==> src/wsc_pkg.sv <==
// Constants and types of the wake-up stop entry control block
package wsc_pkg;
    localparam int LINES = 16;
    localparam int SYNC_W = 18;
    // Stop pin idles high, so its synchroniser resets high
    localparam logic [17:0] SYNC_RST = 18'h20000;
    localparam logic [7:0] BYTE_RST = 8'h00;
    localparam logic [15:0] LINE_RST = 16'h0000;
    // Register indexes on the byte-wide register port
    localparam logic [3:0] ADDR_CTRL = 4'h0;
    localparam logic [3:0] ADDR_MASK_LO = 4'h1;
    localparam logic [3:0] ADDR_MASK_HI = 4'h2;
    localparam logic [3:0] ADDR_POL_LO = 4'h3;
    localparam logic [3:0] ADDR_POL_HI = 4'h4;
    localparam logic [3:0] ADDR_PEND_LO = 4'h5;
    localparam logic [3:0] ADDR_PEND_HI = 4'h6;
    localparam logic [3:0] ADDR_TOP = 4'h7;
    localparam logic [3:0] ADDR_CLKF = 4'h8;
    localparam logic [3:0] ADDR_CHAN = 4'h9;
    // Field positions
    localparam int CTRL_WAKE = 0;
    localparam int CTRL_SRC = 1;
    localparam int CTRL_STOP = 2;
    localparam int TOP_EDGE = 3;
    localparam int TOP_GIE = 4;
    localparam int TOP_MASK = 5;
    localparam int TOP_PEND = 6;
    localparam int TOP_NMS = 7;
    localparam int CLKF_EXIT = 7;
    localparam int CHAN_MASK = 6;
    localparam int CHAN_PEND = 7;
    // Oscillator restart time, a least time, rounded up
    localparam int CLK_PERIOD_NS = 10;
    localparam int OSC_RESTART_NS = 1000;
    localparam int OSC_RESTART_CYC = (OSC_RESTART_NS + CLK_PERIOD_NS - 1) / CLK_PERIOD_NS;
    localparam int CNT_W = 8;
    localparam logic [7:0] CNT_ZERO = 8'h00;
    localparam logic [7:0] CNT_ONE = 8'h01;
    typedef enum logic [2:0] {SEQ_IDLE, SEQ_ONE, SEQ_ZERO, SEQ_STOPPED, SEQ_WAKING} wsc_state_type;
    typedef struct packed {
        logic stop;
        logic src_en;
        logic wake_mode;
    } wsc_ctrl_type;
    typedef struct packed {
        logic nms;
        logic pend;
        logic mask;
        logic gie;
        logic edge_sel;
    } wsc_top_type;
    // Write decode for one register index
    function automatic logic wsc_hit(input logic wr, input logic [3:0] a, input logic [3:0] r);
        return wr && (a == r);
    endfunction
endpackage

==> src/wsc_edge.sv <==
// Wake line edge capture and pending bits
`timescale 1ns/10ps
module wsc_edge
    import wsc_pkg::*;
(
    input wire logic clk,
    input wire logic rst_b,
    input wire logic [LINES-1:0] line,
    input wire logic [LINES-1:0] pol,
    input wire logic wr_lo,
    input wire logic wr_hi,
    input wire logic [7:0] wdata,
    output logic [LINES-1:0] pend,
    output logic [LINES-1:0] set_pulse
);
    logic [LINES-1:0] prev;
    logic armed;
    logic [LINES-1:0] next_pend;

    // Edges are suppressed in the first cycle, while prev is still the reset value
    genvar i;
    generate
        for (i = 0; i < LINES; i++) begin : g_line
            assign set_pulse[i] = armed & (pol[i] ? (line[i] & ~prev[i]) : (~line[i] & prev[i]));
        end
    endgenerate

    // Byte writes replace the value, a captured edge wins over the clear
    assign next_pend[7:0] = (wr_lo ? wdata : pend[7:0]) | set_pulse[7:0];
    assign next_pend[15:8] = (wr_hi ? wdata : pend[15:8]) | set_pulse[15:8];

    always_ff @(posedge clk or negedge rst_b) begin
        if (!rst_b) begin
            prev <= LINE_RST;
            armed <= 1'b0;
            pend <= LINE_RST;
        end else begin
            prev <= line;
            armed <= 1'b1;
            pend <= next_pend;
        end
    end
endmodule

==> src/wsc_sync.sv <==
// Two-stage synchroniser for pin inputs
`timescale 1ns/10ps
module wsc_sync
    import wsc_pkg::*;
(
    input wire logic clk,
    input wire logic rst_b,
    input wire logic [SYNC_W-1:0] din,
    output logic [SYNC_W-1:0] dout
);
    logic [SYNC_W-1:0] meta;

    // First stage feeds only the second stage
    always_ff @(posedge clk or negedge rst_b) begin
        if (!rst_b) begin
            meta <= SYNC_RST;
            dout <= SYNC_RST;
        end else begin
            meta <= din;
            dout <= meta;
        end
    end
endmodule

==> src/wsc_top.sv <==
// Wake-up line unit: stop entry sequence, wake exit, top-level and channel requests
//
// Summary of operation
// - Stop bit writes 1,0,1 with pin low enter stop
// - Wake line exit clears stop bit, flag set
// - Pin rising exit keeps stop bit, flag set
// - Malformed sequence with pin high leaves both clear
// - Pin high at third write refuses, bit stays
// - Later pin fall after refusal never enters stop
// - Pin rise during sequence aborts, both read zero
// - Unmasked line event during sequence aborts, pending set
// - Exit flag sticky; cleared when entry is filtered
// - Any unmasked wake line ends stop after restart
// - Pin rising edge wakes like a seventeenth line
// - Pending bits edge captured, an edge in the clear's cycle wins
// - Edge select set: pin rise sets top pending
// - Top request if nonmaskable, or mask and enable
// - Steady high pin: no handler, no stop entry
// - Pin dropped before third write allows stop entry
// - Channel pending set on rise of unmasked pendings
// - Entry needs wake mode, no unmasked pending, one mask
// - Channel needs source enable, wake needs mode
// - Polarity bit selects falling or rising edge
// - Low stop pin forces stop regardless of bit
//
// The address-and-strobe port and the address map are this design's own decisions.
`timescale 1ns/10ps
module wsc_top
    import wsc_pkg::*;
(
    input wire logic CLK_SYS,
    input wire logic RST_B,
    input wire logic [3:0] REG_ADDR,
    input wire logic [7:0] REG_WDATA,
    input wire logic REG_WR,
    input wire logic REG_RD,
    output logic [7:0] REG_RDATA,
    input wire logic [LINES-1:0] WAKE_LINE,
    input wire logic NMI_PIN,
    input wire logic STOP_PIN_B,
    input wire logic INT_ACK,
    output logic STOP_REQ,
    output logic TOP_INT_REQ,
    output logic WAKE_INT_REQ
);
    localparam int WAKE_MIN = OSC_RESTART_CYC;
    localparam int WAKE_MAX = OSC_RESTART_CYC + 2;
    localparam logic [CNT_W-1:0] RESTART_LOAD = CNT_W'(OSC_RESTART_CYC - 1);

    wsc_state_type state;
    wsc_state_type next_state;
    wsc_ctrl_type ctrl;
    wsc_ctrl_type next_ctrl;
    wsc_top_type top;
    wsc_top_type next_top;
    logic [SYNC_W-1:0] pins_s;
    logic [LINES-1:0] line_s;
    logic nmi_s;
    logic stop_pin_s;
    logic nmi_d;
    logic armed;
    logic nmi_rise;
    logic [LINES-1:0] mask;
    logic [LINES-1:0] pol;
    logic [LINES-1:0] pend;
    logic [LINES-1:0] set_pulse;
    logic exit_flag;
    logic next_exit;
    logic chan_pend;
    logic chan_mask;
    logic wake_ch_d;
    logic clr_d;
    logic in_stop;
    logic [CNT_W-1:0] wake_cnt;
    logic [CNT_W-1:0] next_cnt;
    logic [7:0] rd_mux;

    // Pin synchronisation; nothing reads the raw pins
    wsc_sync u_sync (
        .clk(CLK_SYS),
        .rst_b(RST_B),
        .din({STOP_PIN_B, NMI_PIN, WAKE_LINE}),
        .dout(pins_s)
    );

    assign line_s = pins_s[LINES-1:0];
    assign nmi_s = pins_s[LINES];
    assign stop_pin_s = pins_s[LINES+1];

    // Register write decode
    wire wr_ctrl = wsc_hit(REG_WR, REG_ADDR, ADDR_CTRL);
    wire wr_mask_lo = wsc_hit(REG_WR, REG_ADDR, ADDR_MASK_LO);
    wire wr_mask_hi = wsc_hit(REG_WR, REG_ADDR, ADDR_MASK_HI);
    wire wr_pol_lo = wsc_hit(REG_WR, REG_ADDR, ADDR_POL_LO);
    wire wr_pol_hi = wsc_hit(REG_WR, REG_ADDR, ADDR_POL_HI);
    wire wr_pend_lo = wsc_hit(REG_WR, REG_ADDR, ADDR_PEND_LO);
    wire wr_pend_hi = wsc_hit(REG_WR, REG_ADDR, ADDR_PEND_HI);
    wire wr_top = wsc_hit(REG_WR, REG_ADDR, ADDR_TOP);
    wire wr_clkf = wsc_hit(REG_WR, REG_ADDR, ADDR_CLKF);
    wire wr_chan = wsc_hit(REG_WR, REG_ADDR, ADDR_CHAN);
    wire stop_val = REG_WDATA[CTRL_STOP];

    // Edge capture and pending bits of the sixteen lines
    wsc_edge u_edge (
        .clk(CLK_SYS),
        .rst_b(RST_B),
        .line(line_s),
        .pol(pol),
        .wr_lo(wr_pend_lo),
        .wr_hi(wr_pend_hi),
        .wdata(REG_WDATA),
        .pend(pend),
        .set_pulse(set_pulse)
    );

    // Pin edge; armed masks the reset value of the delay stage
    assign nmi_rise = armed & nmi_s & ~nmi_d;

    // Line aggregation
    wire [LINES-1:0] unmasked = pend & mask;
    wire any_unmasked = |unmasked;
    wire any_mask = |mask;
    wire new_unmasked = |(set_pulse & mask);
    wire wake_ch = ctrl.src_en & any_unmasked;
    wire wake_ev = ctrl.wake_mode & any_unmasked;
    // A clear that leaves another unmasked bit set gives the channel a fresh edge
    wire [LINES-1:0] pend_keep = {wr_pend_hi ? REG_WDATA : ~BYTE_RST, wr_pend_lo ? REG_WDATA : ~BYTE_RST};
    wire clr_unmasked = |(unmasked & ~pend_keep);
    wire chan_rise = wake_ch & (~wake_ch_d | clr_d);

    // Any write to a register other than the control register breaks the sequence; acks always break it too
    wire other_write = REG_WR & ~wr_ctrl;
    wire abort = other_write | INT_ACK | nmi_rise | new_unmasked;
    wire in_seq = (state == SEQ_ONE) || (state == SEQ_ZERO);
    wire third_ok = (state == SEQ_ZERO) && wr_ctrl && stop_val && !abort;
    wire entry_ok = ~nmi_s & ctrl.wake_mode & ~any_unmasked & any_mask;

    // Stop sequence and stop state
    always_comb begin
        next_state = state;
        next_ctrl = ctrl;
        next_cnt = wake_cnt;
        next_exit = wr_clkf ? REG_WDATA[CLKF_EXIT] : exit_flag;
        if (wr_ctrl) begin
            next_ctrl.wake_mode = REG_WDATA[CTRL_WAKE];
            next_ctrl.src_en = REG_WDATA[CTRL_SRC];
        end
        unique case (state)
            SEQ_IDLE: begin
                if (wr_ctrl) begin
                    next_ctrl.stop = stop_val;
                    if (stop_val) begin
                        next_state = SEQ_ONE;
                    end
                end
            end
            SEQ_ONE: begin
                if (abort) begin
                    next_state = SEQ_IDLE;
                    next_ctrl.stop = 1'b0;
                    next_exit = 1'b0;
                end else if (wr_ctrl) begin
                    next_ctrl.stop = stop_val;
                    next_state = stop_val ? SEQ_ONE : SEQ_ZERO;
                end
            end
            SEQ_ZERO: begin
                if (abort) begin
                    next_state = SEQ_IDLE;
                    next_ctrl.stop = 1'b0;
                    next_exit = 1'b0;
                end else if (wr_ctrl) begin
                    next_state = SEQ_IDLE;
                    if (!stop_val) begin
                        next_ctrl.stop = 1'b0;
                        next_exit = 1'b0;
                    end else if (nmi_s) begin
                        next_ctrl.stop = 1'b1;
                        next_exit = 1'b0;
                    end else if (entry_ok) begin
                        next_ctrl.stop = 1'b1;
                        next_state = SEQ_STOPPED;
                    end else begin
                        next_ctrl.stop = 1'b0;
                        next_exit = 1'b0;
                    end
                end
            end
            SEQ_STOPPED: begin
                // The pin acts as an extra wake source whatever the edge select
                if (nmi_rise) begin
                    next_state = SEQ_WAKING;
                    next_cnt = RESTART_LOAD;
                end else if (wake_ev) begin
                    next_state = SEQ_WAKING;
                    next_ctrl.stop = 1'b0;
                    next_cnt = RESTART_LOAD;
                end
            end
            SEQ_WAKING: begin
                // Clock held off until the oscillator has restarted
                if (wake_cnt == CNT_ZERO) begin
                    next_state = SEQ_IDLE;
                end else begin
                    next_cnt = wake_cnt - CNT_ONE;
                end
            end
        endcase
        // Genuine exit sets the flag; the set wins over a clear
        if (state == SEQ_STOPPED && next_state == SEQ_WAKING) begin
            next_exit = 1'b1;
        end
    end

    // Top-level pin interrupt; nonmaskable select only reset clears
    always_comb begin
        next_top = top;
        if (wr_top) begin
            next_top.edge_sel = REG_WDATA[TOP_EDGE];
            next_top.gie = REG_WDATA[TOP_GIE];
            next_top.mask = REG_WDATA[TOP_MASK];
            next_top.pend = REG_WDATA[TOP_PEND];
            next_top.nms = top.nms | REG_WDATA[TOP_NMS];
        end
        if (nmi_rise && top.edge_sel) begin
            next_top.pend = 1'b1;
        end
    end

    // State, control and restart counter
    always_ff @(posedge CLK_SYS or negedge RST_B) begin
        if (!RST_B) begin
            state <= SEQ_IDLE;
            ctrl <= '0;
            top <= '0;
            wake_cnt <= CNT_ZERO;
            exit_flag <= 1'b0;
            in_stop <= 1'b0;
        end else begin
            state <= next_state;
            ctrl <= next_ctrl;
            top <= next_top;
            wake_cnt <= next_cnt;
            exit_flag <= next_exit;
            in_stop <= (next_state == SEQ_STOPPED) || (next_state == SEQ_WAKING);
        end
    end

    // Mask and polarity bytes
    always_ff @(posedge CLK_SYS or negedge RST_B) begin
        if (!RST_B) begin
            mask <= LINE_RST;
            pol <= LINE_RST;
        end else begin
            if (wr_mask_lo) mask[7:0] <= REG_WDATA;
            if (wr_mask_hi) mask[15:8] <= REG_WDATA;
            if (wr_pol_lo) pol[7:0] <= REG_WDATA;
            if (wr_pol_hi) pol[15:8] <= REG_WDATA;
        end
    end

    // Channel pending; a rise of the combined request wins over a clear
    always_ff @(posedge CLK_SYS or negedge RST_B) begin
        if (!RST_B) begin
            chan_pend <= 1'b0;
            chan_mask <= 1'b0;
            wake_ch_d <= 1'b0;
            clr_d <= 1'b0;
        end else begin
            chan_pend <= (wr_chan ? REG_WDATA[CHAN_PEND] : chan_pend) | chan_rise;
            if (wr_chan) chan_mask <= REG_WDATA[CHAN_MASK];
            wake_ch_d <= wake_ch;
            clr_d <= clr_unmasked;
        end
    end

    // Pin delay stage for the rising edge
    always_ff @(posedge CLK_SYS or negedge RST_B) begin
        if (!RST_B) begin
            nmi_d <= 1'b0;
            armed <= 1'b0;
        end else begin
            nmi_d <= nmi_s;
            armed <= 1'b1;
        end
    end

    // Read selection; unmapped indexes read zero
    assign rd_mux = (REG_ADDR == ADDR_CTRL) ? {5'h00, ctrl.stop, ctrl.src_en, ctrl.wake_mode} :
        (REG_ADDR == ADDR_MASK_LO) ? mask[7:0] :
        (REG_ADDR == ADDR_MASK_HI) ? mask[15:8] :
        (REG_ADDR == ADDR_POL_LO) ? pol[7:0] :
        (REG_ADDR == ADDR_POL_HI) ? pol[15:8] :
        (REG_ADDR == ADDR_PEND_LO) ? pend[7:0] :
        (REG_ADDR == ADDR_PEND_HI) ? pend[15:8] :
        (REG_ADDR == ADDR_TOP) ? {top.nms, top.pend, top.mask, top.gie, top.edge_sel, 3'h0} :
        (REG_ADDR == ADDR_CLKF) ? {exit_flag, 7'h00} :
        (REG_ADDR == ADDR_CHAN) ? {chan_pend, chan_mask, 6'h00} : BYTE_RST;

    // Read data stand for one cycle only
    always_ff @(posedge CLK_SYS or negedge RST_B) begin
        if (!RST_B) begin
            REG_RDATA <= BYTE_RST;
        end else begin
            REG_RDATA <= REG_RD ? rd_mux : BYTE_RST;
        end
    end

    // External stop pin bypasses the sequence entirely
    assign STOP_REQ = in_stop | ~stop_pin_s;
    assign TOP_INT_REQ = top.pend & (top.nms | (top.mask & top.gie));
    assign WAKE_INT_REQ = chan_pend & chan_mask;
endmodule

==> config.mk <==
export PLATFORM = sky130hd
export DESIGN_NAME = wsc_top
export DESIGN_NICKNAME = d
export VERILOG_FILES = /design/src/wsc_pkg.sv /design/src/wsc_edge.sv /design/src/wsc_sync.sv /design/src/wsc_top.sv
export SDC_FILE = /design/constraint.sdc
export NUM_CORES = 1
export LEC_CHECK = 0
export ABC_AREA = 1
export BUFFER_PORTS_ARGS = -buffer_cell sky130_fd_sc_hd__buf_2
export CAP_MARGIN = 30
export CORE_UTILIZATION = 60
export DETAILED_ROUTE_END_ITERATION = 10
export HOLD_SLACK_MARGIN = 0.05
export MAX_ROUTING_LAYER = met4
export PLACE_DENSITY = 0.86
export REMOVE_ABC_BUFFERS = 1
export SKIP_CTS_REPAIR_TIMING = 1
export SLEW_MARGIN = 25
export SYNTH_ARGS = -nofsm -noshare
export SYNTH_HDL_FRONTEND = slang
export SYNTH_SLANG_ARGS = --single-unit
==> constraint.sdc <==
create_clock -name CLK_SYS -period 2 [get_ports CLK_SYS]
set_input_delay 0 -clock CLK_SYS [delete_from_list [all_inputs] [get_ports CLK_SYS]]
set_output_delay 0 -clock CLK_SYS [all_outputs]
set_load 0.03 [all_outputs]
==> run summary <==
SYNTH
------------------------------------------------------------------------------------------
Post-synthesis instance total ...............................................          726
Synth warnings ..............................................................            0
Cell variety after synth ....................................................           44
Complex-gate fraction of the synthesized area ...............................        0.129
Post-synthesis simple-gate area fraction ....................................        0.256
Mux share of post-synthesis cell area .......................................            0
Area share of xor/xnor cells in the synthesized design ......................      0.00557
Share of synthesized cell area in full adder, half adder and majority cells .      0.00199
Synth Cell Area ............................................................. 0.00629 mm^2
Post-synth EDFFs ............................................................            0
Synth Flop Type .............................................................      dfrtp_1
Post-synthesis sequential area ratio ........................................        0.537
Main combinational cell family by area after synthesis ...................... simple AND/OR/NAND/NOR gates
FFs w/ async S/R, synth .....................................................         1.00
Synthesis-stage register bit count ..........................................          135
Average footprint of a synthesized cell .....................................    8.67 um^2

LAYOUT
------------------------------------------------------------------------------------------
Number of nets in the finished design .......................................          863
Area delta synth->final .....................................................        22.1%
Post-layout utilization of the core .........................................        0.751
Layout Cell Area excl Fill .................................................. 0.00768 mm^2
Count of inserted antenna diode cells .......................................            0
Layout cells sized above 1 ..................................................        0.163

DRT
------------------------------------------------------------------------------------------
Drt pass-1 iters ............................................................            7
Detailed-route DRC error count ..............................................            0
Final ANT Viol Nets .........................................................            0
Post-Route WL ...............................................................      19.8 mm
DRC marker count from the first detailed-route iteration ....................          544
Vias after detailed routing .................................................        5,693
DR WL/cell ..................................................................      20.3 um
Via/cell ratio ..............................................................         5.84

GLOBAL ROUTE
------------------------------------------------------------------------------------------
Maximum number of pins on one net before global-route repair ................           78
Vias in the first global route ..............................................        5,379
Global route overflow .......................................................            0
Global-route wire length before repair ......................................      29.2 mm
Overall routing resource usage ..............................................        0.376
Antenna violations before repair ............................................            0

PLACE
------------------------------------------------------------------------------------------
Placed wire-length estimate .................................................      12.9 mm
Final GP Congestion .........................................................         1.01
Count of input and output buffers ...........................................           45
Placed instance area ........................................................ 0.00673 mm^2
Worst Setup Slack post-DPL ..................................................       152 ps

SETUP PATH
------------------------------------------------------------------------------------------
Critical path start-end classification ......................................      reg2reg
Required time at the endpoint of the critical path ..........................      2410 ps
Critical register-to-register path startpoint ...............................  wake_cnt[0]
Worst Path Max Fanout .......................................................            9
Endpoint type of the worst setup path .......................................         flop
Worst setup path start ......................................................  wake_cnt[0]
Crit path launch type .......................................................         flop
Data arrival time at the worst-slack endpoint ...............................      2420 ps

STA
------------------------------------------------------------------------------------------
Tcrit/Tclk final ............................................................         1.00
Count of endpoints failing setup in the final report ........................            1
Final setup margin ..........................................................     -9.54 ps
Number of pins exceeding their max-slew limit in the final report ...........            0
Peak Freq ...................................................................      498 MHz
Hold violation total from the final report ..................................            0
Clk_skew ....................................................................      5.33 ps
Total negative slack ........................................................     -9.54 ps
Final critical delay including setup and external delays ....................      2010 ps
Normalized max-slew margin ..................................................        0.542
Slew at the pin with the worst max-slew slack ...............................       685 ps

CLOCK NETWORK
------------------------------------------------------------------------------------------
Max Buffers Root-to-Sink ....................................................            2
Root buf cell ...............................................................     clkbuf_8
Total number of H-tree levels ...............................................            4
Clock network latency to the later pin of the worst-skew pair ...............       550 ps
Clk sinks ...................................................................          135
TritonCTS clock tree ........................................................          yes
CTS clock-pin slew for the worst setup and hold paths .......................        60 ps
TritonCTS Buffers ...........................................................           17

POWER AND IR DROP
------------------------------------------------------------------------------------------
Overall Power ...............................................................      8170 uW
Peak supply drop ............................................................       977 uV
Power density relative to cell area ......................................... 1060 mW/mm^2
Static leakage ..............................................................   0.00385 uW

FLOORPLANNING
------------------------------------------------------------------------------------------
Row count ...................................................................           37
Die Span X ..................................................................       104 um
Core outline area ...........................................................  0.0102 mm^2
Die boundary height .........................................................       104 um
Starting Density ............................................................        0.615
Total die area ..............................................................  0.0109 mm^2
Top-level port count ........................................................           46

JOB
------------------------------------------------------------------------------------------
Maximum Capacitance Violations ..............................................            0

MIN PATH
------------------------------------------------------------------------------------------
Worst min-delay path startpoint .............................................  REG_ADDR[0]
Type of the worst min-delay path ............................................       in2reg

STATUS
------------------------------------------------------------------------------------------
Outcome ..................................................................... complete, but fails checks
Violated checks ............................................................. negative setup slack

-- final timing paths --
path | endpoint | slack, ps | cells after the start
setup / recovery | wake_cnt[6] | -10 | 10
hold / removal | ctrl[1] | 30 | 6
setup reg to reg | wake_cnt[6] | -10 | 10
hold reg to reg | u_sync.dout[5] | 350 | 0
max in group asynchronous | u_sync.dout[13] | 1020 | 4
min in group asynchronous | ctrl[2] | 570 | 4
-- synth_stat cells, types with 5 or more instances --
master	number	area, um^2
clkbuf_1	5	18.8
o211ai_1	23	173
nand3_1	32	160
nor2_4	9	101
nor2_1	39	146
dfrtp_1	133	3330
inv_2	10	37.5
nand2_1	198	743
inv_1	88	330
o21ai_0	63	315
o21ai_1	12	60.1
nand4_1	24	150
nand2_2	7	43.8
a21oi_1	18	90.1
o2111ai_1	7	61.3
nor2_2	5	31.3
-- cell families after synthesis --
group,after synthesis
simple gates,336
compound gates,138
fa+ha+maj,1
xor+xnor,4
buf+inv,111
flops,135
other cells,1
-- cell type report --
type                       instances  area (um^2)
sequential                       135         3380
fill                             732         2550
multi-input combinational        480         2480
timing repair buffer              94          714
clock buffer                      19          442
inverter                          99          372
tap                              136          170
clock inverter                    12          121
-- layout by cell type, fill, tap and decap left out, types with 3 or more instances in the layout --
master         instances
nand2_1              198
dfrtp_1              133
inv_1                 88
o21ai_0               63
buf_2                 44
nor2_1                39
dlygate4sd3_1         36
nand3_1               32
nand4_1               24
o211ai_1              23
a21oi_1               18
clkbuf_16             16
o21ai_1               12
buf_4                 11
inv_2                 10
nor2_4                 9
nand2_2                7
o2111ai_1              7
nor2_2                 5
o21bai_1               4
nand3_2                4
o22ai_1                4
nor3_1                 4
xor2_1                 4
clkinv_4               4
clkinvlp_4             4
nand2_4                3
clkbuf_8               3
inv_6                  3
-- stage by stage --
stage / hold slack, ps / instances
floorplan: -296 / 714
global placement: -104 / 907
detailed placement: -99.2 / 907
CTS: -674 / 938
global route: 65.1 / 975
finish: 25.9 / 975
-- layer usage --
metal / vias up / GRT usage / part of all wire / wire length [um]
met4: 0 / 0.153 / 0.035 / 692
met3: 55 / 0.0846 / 0.090 / 1780
met1: 2746 / 0.507 / 0.40 / 8010
met5: - / - / 0 / 0
li1: 2580 / - / - / -
met2: 312 / 0.554 / 0.47 / 9340
-- power by group --
part | switching, uW | total [uW] | internal (uW)
Clock | 1250 | 2980 | 1720
Sequential | 413 | 3540 | 3120
Combinational | 1080 | 1660 | 577
Total | 2740 | 8170 | 5430
-- worst max-delay path, stage by stage (launching register included) --
cell,delay (ps)
dfrtp_1,400
inv_1,160
ha_1,230
nand2_1,100
clkinv_1,70
nand2_1,130
o31ai_4,260
nand2_2,150
nand2_8,130
nor3_1,50
nand3b_1,180
-- flip-flops by register name, indices dropped and copies added (netlist names), 3 cells and up --
register and count:
top 5, wake_cnt 8, u_edge.pend 16, u_sync.dout 18, pol 16, ctrl 3, mask 16, u_edge.prev 16
u_sync.meta 18, REG_RDATA 8, state 3
No activity file was read; power rests on OpenSTA's default activity.
